$ cat src/rtl/bsd_defines.svh
// Constants of the backplane status and byte-lane decode block.
// Assumes inclusion by bare name from every design file that needs them.
`ifndef BSD_DEFINES_SVH
`define BSD_DEFINES_SVH

`define BSD_SYNC_W        8
// Sync vector: clk, reset_n, start_n, ack_n, tm1_n, tm0_n, a1, a0
`define BSD_SYNC_INIT     8'hBF
`define BSD_BIT_CLK       7
`define BSD_BIT_RST       6
`define BSD_BIT_START     5
`define BSD_BIT_ACK       4
`define BSD_BIT_TM1       3
`define BSD_BIT_TM0       2
`define BSD_BIT_A1        1
`define BSD_BIT_A0        0
// Active-low bus code {tm1_n, tm0_n} of an attention lock cycle
`define BSD_ATTN_LOCK_N   2'h2
`define BSD_LANES_IDLE    4'hF
`define BSD_HELD_RESET    2'h0

`endif

$ cat src/rtl/bsd_pkg.sv
// Types of the backplane status and byte-lane decode block.
// Assumes bsd_defines.svh is available on the include path.
package bsd_pkg;

    typedef struct packed {
        logic [7:0] s1;
        logic [7:0] s2;
        logic [7:0] s3;
        logic [7:0] q;
    } bsd_sync_st_t;

    typedef struct packed {
        logic       clk_d;
        logic       start_seen;
        logic       owner;
        logic       done;
        logic       slave_act;
        logic       slave_req_n;
        logic       lock_pend;
        logic       locked;
        logic       rst_n;
        logic [3:0] lanes_n;
        logic       mon_ack;
        logic       mon_start;
        logic [1:0] mon_tm;
        logic [1:0] held_tm;
        logic       clk_copy;
        logic       clk_copy_n;
    } bsd_st_t;

endpackage : bsd_pkg

$ cat src/rtl/bsd_status.sv
// Backplane status and byte-lane decode outputs toward the local board.
// Assumes bus pins arrive asynchronously; arbitration and card select come
// from logic on mclk. The bus clock is sampled, its falling edge is the sample edge.
`timescale 1ns/1ps
`include "bsd_defines.svh"
module bsd_status
    import bsd_pkg::*;
(
    input  wire logic       mclk,
    input  wire logic       rstn,
    input  wire logic       ce,
    input  wire logic       bus_clk,
    input  wire logic       bus_reset_n,
    input  wire logic       bus_start_n,
    input  wire logic       bus_ack_n,
    input  wire logic [1:0] bus_tm_n,
    input  wire logic       inv_addr_bit_zero,
    input  wire logic       inv_addr_bit_one,
    input  wire logic       arb_won,
    input  wire logic       arb_lost,
    input  wire logic       card_selected,
    input  wire logic       master_hold_in,
    input  wire logic       slave_grant_in,
    output logic            byte_lane_strobe_0,
    output logic            byte_lane_strobe_1,
    output logic            byte_lane_strobe_2,
    output logic            byte_lane_strobe_3,
    output logic            master_transfer_done,
    output logic            ack_monitor_out,
    output logic            start_monitor_out,
    output logic            mode_monitor_out_0,
    output logic            mode_monitor_out_1,
    output logic            bus_clock_copy,
    output logic            bus_clock_copy_n,
    output logic            locked_slave_flag,
    output logic            synced_bus_reset,
    output logic            held_mode_out_0,
    output logic            held_mode_out_1,
    output logic            bus_owner_flag,
    output logic            slave_request_out
);

    logic [`BSD_SYNC_W-1:0] pins;
    logic [`BSD_SYNC_W-1:0] pins_s;
    logic [3:0]             dec_n;
    logic                   clk_s;
    logic                   rst_s;
    logic                   start_s;
    logic                   ack_s;
    logic [1:0]             tm_s;
    logic                   sample;
    logic                   start_cyc;
    logic                   ack_cyc;
    logic                   attn_cyc;
    logic                   done_set;
    logic                   owner_set;
    bsd_st_t                st;
    bsd_st_t                next_st;

    assign pins = {bus_clk, bus_reset_n, bus_start_n, bus_ack_n,
                   bus_tm_n, inv_addr_bit_one, inv_addr_bit_zero};

    // Every bus pin is asynchronous here, the reset among them
    bsd_sync u_sync (
        .mclk (mclk),
        .rstn (rstn),
        .ce   (ce),
        .din  (pins),
        .dout (pins_s)
    );

    // Address pins are used as given: already inverted outside
    bsd_lane_decode u_dec (
        .mode0   (pins_s[`BSD_BIT_TM0]),
        .addr    (pins_s[`BSD_BIT_A1:`BSD_BIT_A0]),
        .lanes_n (dec_n)
    );

    assign clk_s   = pins_s[`BSD_BIT_CLK];
    assign rst_s   = pins_s[`BSD_BIT_RST];
    assign start_s = pins_s[`BSD_BIT_START];
    assign ack_s   = pins_s[`BSD_BIT_ACK];
    assign tm_s    = pins_s[`BSD_BIT_TM1:`BSD_BIT_TM0];

    // Falling edge of the sampled bus clock is the sample edge
    assign sample    = ce & st.clk_d & ~clk_s;
    assign start_cyc = sample & ~start_s & ack_s;
    assign ack_cyc   = sample & start_s & ~ack_s;
    assign attn_cyc  = sample & ~start_s & ~ack_s;
    assign done_set  = st.owner & ack_cyc;
    assign owner_set = sample & arb_won;

    always_comb begin
        next_st            = st;
        next_st.clk_d      = clk_s;
        next_st.rst_n      = rst_s;
        next_st.lanes_n    = dec_n;
        next_st.mon_ack    = ~ack_s;
        next_st.mon_start  = ~start_s;
        next_st.mon_tm     = ~tm_s;
        next_st.clk_copy   = clk_s;
        next_st.clk_copy_n = ~clk_s;

        if (sample) begin
            next_st.start_seen = start_cyc;
        end

        // Ownership: a win beats a loss on the same edge
        if (owner_set) begin
            next_st.owner = 1'b1;
        end else if (sample & arb_lost) begin
            next_st.owner = 1'b0;
        end

        // Set wins over the release by master hold
        if (done_set) begin
            next_st.done = 1'b1;
        end else if (master_hold_in) begin
            next_st.done = 1'b0;
        end

        // Slave grant is not needed to take a request, so an early grant is fine
        if (start_cyc & card_selected & ~st.owner) begin
            next_st.slave_act = 1'b1;
        end else if (ack_cyc) begin
            next_st.slave_act = 1'b0;
        end
        next_st.slave_req_n = ~next_st.slave_act;

        // Lock tenure runs from attention lock to any other attention cycle
        if (attn_cyc) begin
            next_st.lock_pend = (start_s == 1'b0) &&
                                (tm_s == `BSD_ATTN_LOCK_N);
        end

        if (sample & st.start_seen) begin
            next_st.locked = st.lock_pend & st.slave_act;
        end else if (ack_cyc | ~next_st.slave_act) begin
            next_st.locked = 1'b0;
        end
        if (next_st.owner) begin
            next_st.locked = 1'b0;
        end

        // Second latch: code at start, status at acknowledge when owner
        if (start_cyc) begin
            next_st.held_tm = ~tm_s;
        end else if (ack_cyc & st.owner) begin
            next_st.held_tm = ~tm_s;
        end

        if (!rst_s) begin
            next_st.owner       = 1'b0;
            next_st.done        = 1'b0;
            next_st.slave_act   = 1'b0;
            next_st.slave_req_n = 1'b1;
            next_st.lock_pend   = 1'b0;
            next_st.locked      = 1'b0;
            next_st.start_seen  = 1'b0;
        end
    end

    always_ff @(posedge mclk) begin
        if (!rstn) begin
            st             <= '0;
            st.clk_d       <= 1'b1;
            st.slave_req_n <= 1'b1;
            st.lanes_n     <= `BSD_LANES_IDLE;
            st.held_tm     <= `BSD_HELD_RESET;
            st.clk_copy    <= 1'b1;
        end else if (ce) begin
            st <= next_st;
        end
    end

    // Mode line one is passed out and enters the attention lock compare; low marks write, high read
    assign byte_lane_strobe_0   = st.lanes_n[0];
    assign byte_lane_strobe_1   = st.lanes_n[1];
    assign byte_lane_strobe_2   = st.lanes_n[2];
    assign byte_lane_strobe_3   = st.lanes_n[3];
    assign master_transfer_done = st.done;
    assign ack_monitor_out      = st.mon_ack;
    assign start_monitor_out    = st.mon_start;
    assign mode_monitor_out_0   = st.mon_tm[0];
    assign mode_monitor_out_1   = st.mon_tm[1];
    assign bus_clock_copy       = st.clk_copy;
    assign bus_clock_copy_n     = st.clk_copy_n;
    assign locked_slave_flag    = st.locked;
    assign synced_bus_reset     = st.rst_n;
    assign held_mode_out_0      = st.held_tm[0];
    assign held_mode_out_1      = st.held_tm[1];
    assign bus_owner_flag       = st.owner;
    assign slave_request_out    = st.slave_req_n;

    logic [3:0] lanes_v;
    assign lanes_v = {byte_lane_strobe_3, byte_lane_strobe_2,
                      byte_lane_strobe_1, byte_lane_strobe_0};
endmodule : bsd_status

$ cat src/rtl/bsd_sync.sv
// Three-flop input synchroniser with agreement filter for backplane pins.
// Assumes inputs asynchronous to mclk; output moves when stages two and three agree.
`timescale 1ns/1ps
`include "bsd_defines.svh"
module bsd_sync
    import bsd_pkg::*;
(
    input  wire logic                   mclk,
    input  wire logic                   rstn,
    input  wire logic                   ce,
    input  wire logic [`BSD_SYNC_W-1:0] din,
    output logic      [`BSD_SYNC_W-1:0] dout
);

    bsd_sync_st_t st;
    bsd_sync_st_t next_st;

    always_comb begin
        next_st    = st;
        next_st.s1 = din;
        next_st.s2 = st.s1;
        next_st.s3 = st.s2;
        // Per bit: take the value once two clean stages agree
        next_st.q  = (st.s2 & st.s3) | (st.q & (st.s2 | st.s3));
    end

    always_ff @(posedge mclk) begin
        if (!rstn) begin
            st <= {4{`BSD_SYNC_INIT}};
        end else if (ce) begin
            st <= next_st;
        end
    end

    assign dout = st.q;

endmodule : bsd_sync

$ cat src/rtl/bsd_lane_decode.sv
// Byte-lane strobe decode from the two low address pins and mode line zero.
// Assumes pin levels already synchronised; purely combinational.
`timescale 1ns/1ps
`include "bsd_defines.svh"
module bsd_lane_decode
    import bsd_pkg::*;
(
    input  wire logic       mode0,
    input  wire logic [1:0] addr,
    output logic      [3:0] lanes_n
);

    // Mode line one never reaches this decode
    always_comb begin
        case ({mode0, addr})
            3'h0:    lanes_n = 4'hE;
            3'h1:    lanes_n = 4'hD;
            3'h2:    lanes_n = 4'hB;
            3'h3:    lanes_n = 4'h7;
            3'h4:    lanes_n = 4'h0;
            3'h5:    lanes_n = 4'hC;
            3'h6:    lanes_n = 4'h0;
            3'h7:    lanes_n = 4'h3;
            default: lanes_n = `BSD_LANES_IDLE;
        endcase
    end

endmodule : bsd_lane_decode

$ cat config.mk
export PLATFORM = sky130hd
export DESIGN_NAME = bsd_status
export DESIGN_NICKNAME = d
export VERILOG_FILES = /design/src/rtl/bsd_pkg.sv /design/src/rtl/bsd_status.sv /design/src/rtl/bsd_sync.sv /design/src/rtl/bsd_lane_decode.sv
export VERILOG_INCLUDE_DIRS = /design/src /design/src/rtl
export SDC_FILE = /design/constraint.sdc
export NUM_CORES = 1
export LEC_CHECK = 0
export BUFFER_PORTS_ARGS = -buffer_cell sky130_fd_sc_hd__clkbuf_2
export CAP_MARGIN = 20
export CORE_ASPECT_RATIO = 1.25
export CORE_MARGIN = 2
export CORE_UTILIZATION = 30
export DETAILED_ROUTE_END_ITERATION = 10
export HOLD_SLACK_MARGIN = 0.15
export SETUP_SLACK_MARGIN = 0.3
export SYNTH_ARGS = -nofsm -noshare
export SYNTH_HDL_FRONTEND = slang
export SYNTH_SLANG_ARGS = --single-unit
$ cat constraint.sdc
create_clock -name mclk -period 2.5 [get_ports mclk]
set_input_delay 0.375 -clock mclk [delete_from_list [all_inputs] [get_ports mclk]]
set_output_delay 0.375 -clock mclk [all_outputs]
set_load 0.1 [all_outputs]
==> run_results.csv <==
group,metric,value,unit
run,maxCapViolCount,0,
routing,final_antenna_net_count,0,
routing,drt_iter0_markers,122,
cts,cts_tree,"yes",
worst_hold_path,min-delay-start,"inv_addr_bit_one",
yosys,synth_area,2142,um2
cts,cts.clk_slew.worst_paths,90,ps
pwr,swShare,0.2498,
yosys,synth_warnings,0,
routing,route.vias.total,1583,
final_layout,area_growth,13.90,%
critical_path,r2r_end,"st[19]",
sta,finalMaxSlewViolations,0,
yosys,synth_cell_types,36,
cts,numCtsBuffers,5,
grt,first_global_vias,1498,
placement,place_ws,712.1,ps
cts,cts_sinks,52,
placement,port_buffers,31,
critical_path,cp-start-kind,"flip-flop",
final_layout,num_antenna_cells,0,
critical_path,critPathKind,"reg2out",
critical_path,end_kind,"output port",
critical_path,path_cells,"clkbuf_2",
pwr,sequentialPowerShare,0.598,
cts,h-tree-depth,2,
critical_path,max_stage_delay,500,ps
sta,finClkSkew,5.277,ps
floorplan,coreArea,6934,um2
sta,fin_ws,883.6,ps
critical_path,crit_start,"bus_owner_flag",
sta,whs,285.5,ps
critical_path,cp_slowest_cell,"clkbuf_2",
floorplan,dieArea,7837,um2
placement,dp_hpwl,2843,um
critical_path,crit_fanout,4,
final_layout,final_util,0.3519,
yosys,ys_ff_latch,52,
critical_path,cp.depth,1,
routing,vias_per_cell,4.575,
pwr,p_int,1.080,mW
placement,placed_cell_area,2362,um2
critical_path,cp.arrival,1240,ps
sta,relSlewSlack,0.6367,
yosys,syn_inst,228,
grt,grt_pass1_wl,6858,um
sta,hold_violations,0,
grt,grt_usage,0.1095,
sta,rsz0062_at_grt,"no",
cts,clockBufferDepth,2,
sta,post-route-period-util,0.6466,
worst_hold_path,hp-class,"in2reg",
cts,ctsResizeCount,0,
final_layout,drive_above_1_share,0.1719,
outcome,status,"finished, final reports clean",
critical_path,endpoint,"bus_owner_flag",
yosys,ys_seq_area_frac,0.4860,
yosys,avgSynthCellArea,9.395,um2
critical_path,ff2ff_path_depth,4,
pwr,power_frac_comb,0.091,
grt,use_met2,0.1745,
grt,antenna_found_initial,0,
grt,busiest_layer,"met2",
sta,tightest_slew,547.2,ps
yosys,synth_edf_count,0,
cts,cts_root_buffer,"clkbuf_8",
critical_path,cp_num_buf_inv,1,
placement,gp_congestion,0.7079,
final_layout,final_cell_area,2440,um2
floorplan,io_pins,33,
pwr,switching_power,0.3596,mW
routing,wl,4100,um
cts,worstSkewPairLatency,300,ps
grt,grt_use_met3,0.02473,
critical_path,critical_path_required,2120,ps
yosys,synth-main-ff-cell,"dfxtp_1",
pwr,cellPowerDensity,589.9,nW/um2
yosys,async_flop_share,0,
grt,grt_max_degree,35,
pwr,p_clk_frac,0.311,
final_layout,fin_nets,272,
pwr,peakVddDrop,0.2329,mV
critical_path,r2r-start,"u_sync.dout[7]",
yosys,syn_nets,244,
cts,cts_setup_buffers,0,
cts,hold_buffers,0,
grt,use_met1,0.1424,
sta,fin_crit,1616,ps
sta,setup_tns,0,ps
critical_path,r2r_setup_slack,1140,ps
floorplan,initial_utilization,0.3089,
floorplan,rows,34,
routing,dr.pass1.iters,4,
sta,fmax,618.7,MHz
final_layout,layout_common_cells,"dfxtp_1 (52), nand2_1 (35), clkbuf_2 (31), mux2i_1 (27), a21oi_1 (19)",
routing,wire_per_inst,11.85,um
floorplan,fp.dieH,98.48,um
pwr,p_leak,0.9950,nW
routing,drc,0,
sta,setup_viol,0,
floorplan,fp.dieW,79.58,um
critical_path,crit_family,"buffers and inverters",
grt,overflow,0,
final_layout,mostFrequentLayoutCell,"dfxtp_1",
power by group through the flow:
stage / clock, mW / sequential [mW] / combinational [mW]
after floorplan: 0 / 0.916 / 0.0662
after CTS: 0.462 / 0.861 / 0.133
after global routing: 0.503 / 0.864 / 0.142
final: 0.447 / 0.861 / 0.131
after detailed placement: 0 / 0.881 / 0.133
after global placement: 0 / 0.880 / 0.131
registers in the layout, summed over array words and instances (netlist names), 3 cells and up:
signal,count
lanes_v,4
u_sync.st,8
u_sync.dout,8
u_sync.next_st,16
st,3
per-layer routing:
layer	vias up	routed length (um)
met3	5	136
met2	25	1871
li1	839	-
met1	714	2015
met4	0	77
met5	-	0
metrics by stage:
stage	instances	total power, mW
after global placement	339	1.011
after floorplan	228	0.9823
after CTS	346	1.456
final	346	1.439
after detailed placement	339	1.013
after global routing	346	1.510
synthesized netlist by cell type (2+ instances only):
library cell	count	area share
a21boi_0	3	0.011
a21oi_1	19	0.044
a22oi_1	4	0.014
and2_1	7	0.020
buf_2	5	0.012
buf_4	2	0.0070
clkbuf_1	5	0.0088
dfxtp_1	52	0.49
inv_1	6	0.011
mux2i_1	27	0.13
nand2_1	35	0.061
nand2b_1	9	0.026
nand3_1	2	0.0047
nand3b_1	2	0.0070
nor2_1	2	0.0035
nor2b_1	10	0.029
nor3_1	2	0.0047
o21ai_0	17	0.040
o22ai_1	2	0.0058
cells by family after synthesis:
family | Yosys count | share of synthesized area
AO/OA/AOI/OAI | 52 | 0.1466
adder cells (fa/ha/maj) | 1 | 0.004673
buffers and inverters | 20 | 0.04497
flip-flops | 52 | 0.4860
multiplexers | 28 | 0.1314
AND/OR/NAND/NOR | 75 | 0.1863
final cells by class:
type                       count  area [um2]
timing repair buffer          34       177.7
sequential                    52        1041
multi-input combinational    156        1005
fill                         721        4494
inverter                       7       26.28
tap                           90       112.6
clock buffer                   6       72.57
clock inverter                 1       5.005
worst min-delay path by stage:
stage	end	slack, ps	depth (start not counted)
after floorplan	u_sync.next_st[16]	440	2
after global placement	bus_clock_copy_n	440	1
after detailed placement	bus_clock_copy_n	450	1
after CTS	u_sync.next_st[17]	280	3
after global routing	u_sync.next_st[19]	300	3
final	u_sync.next_st[17]	290	3
Power figures use the tool's default switching activity.
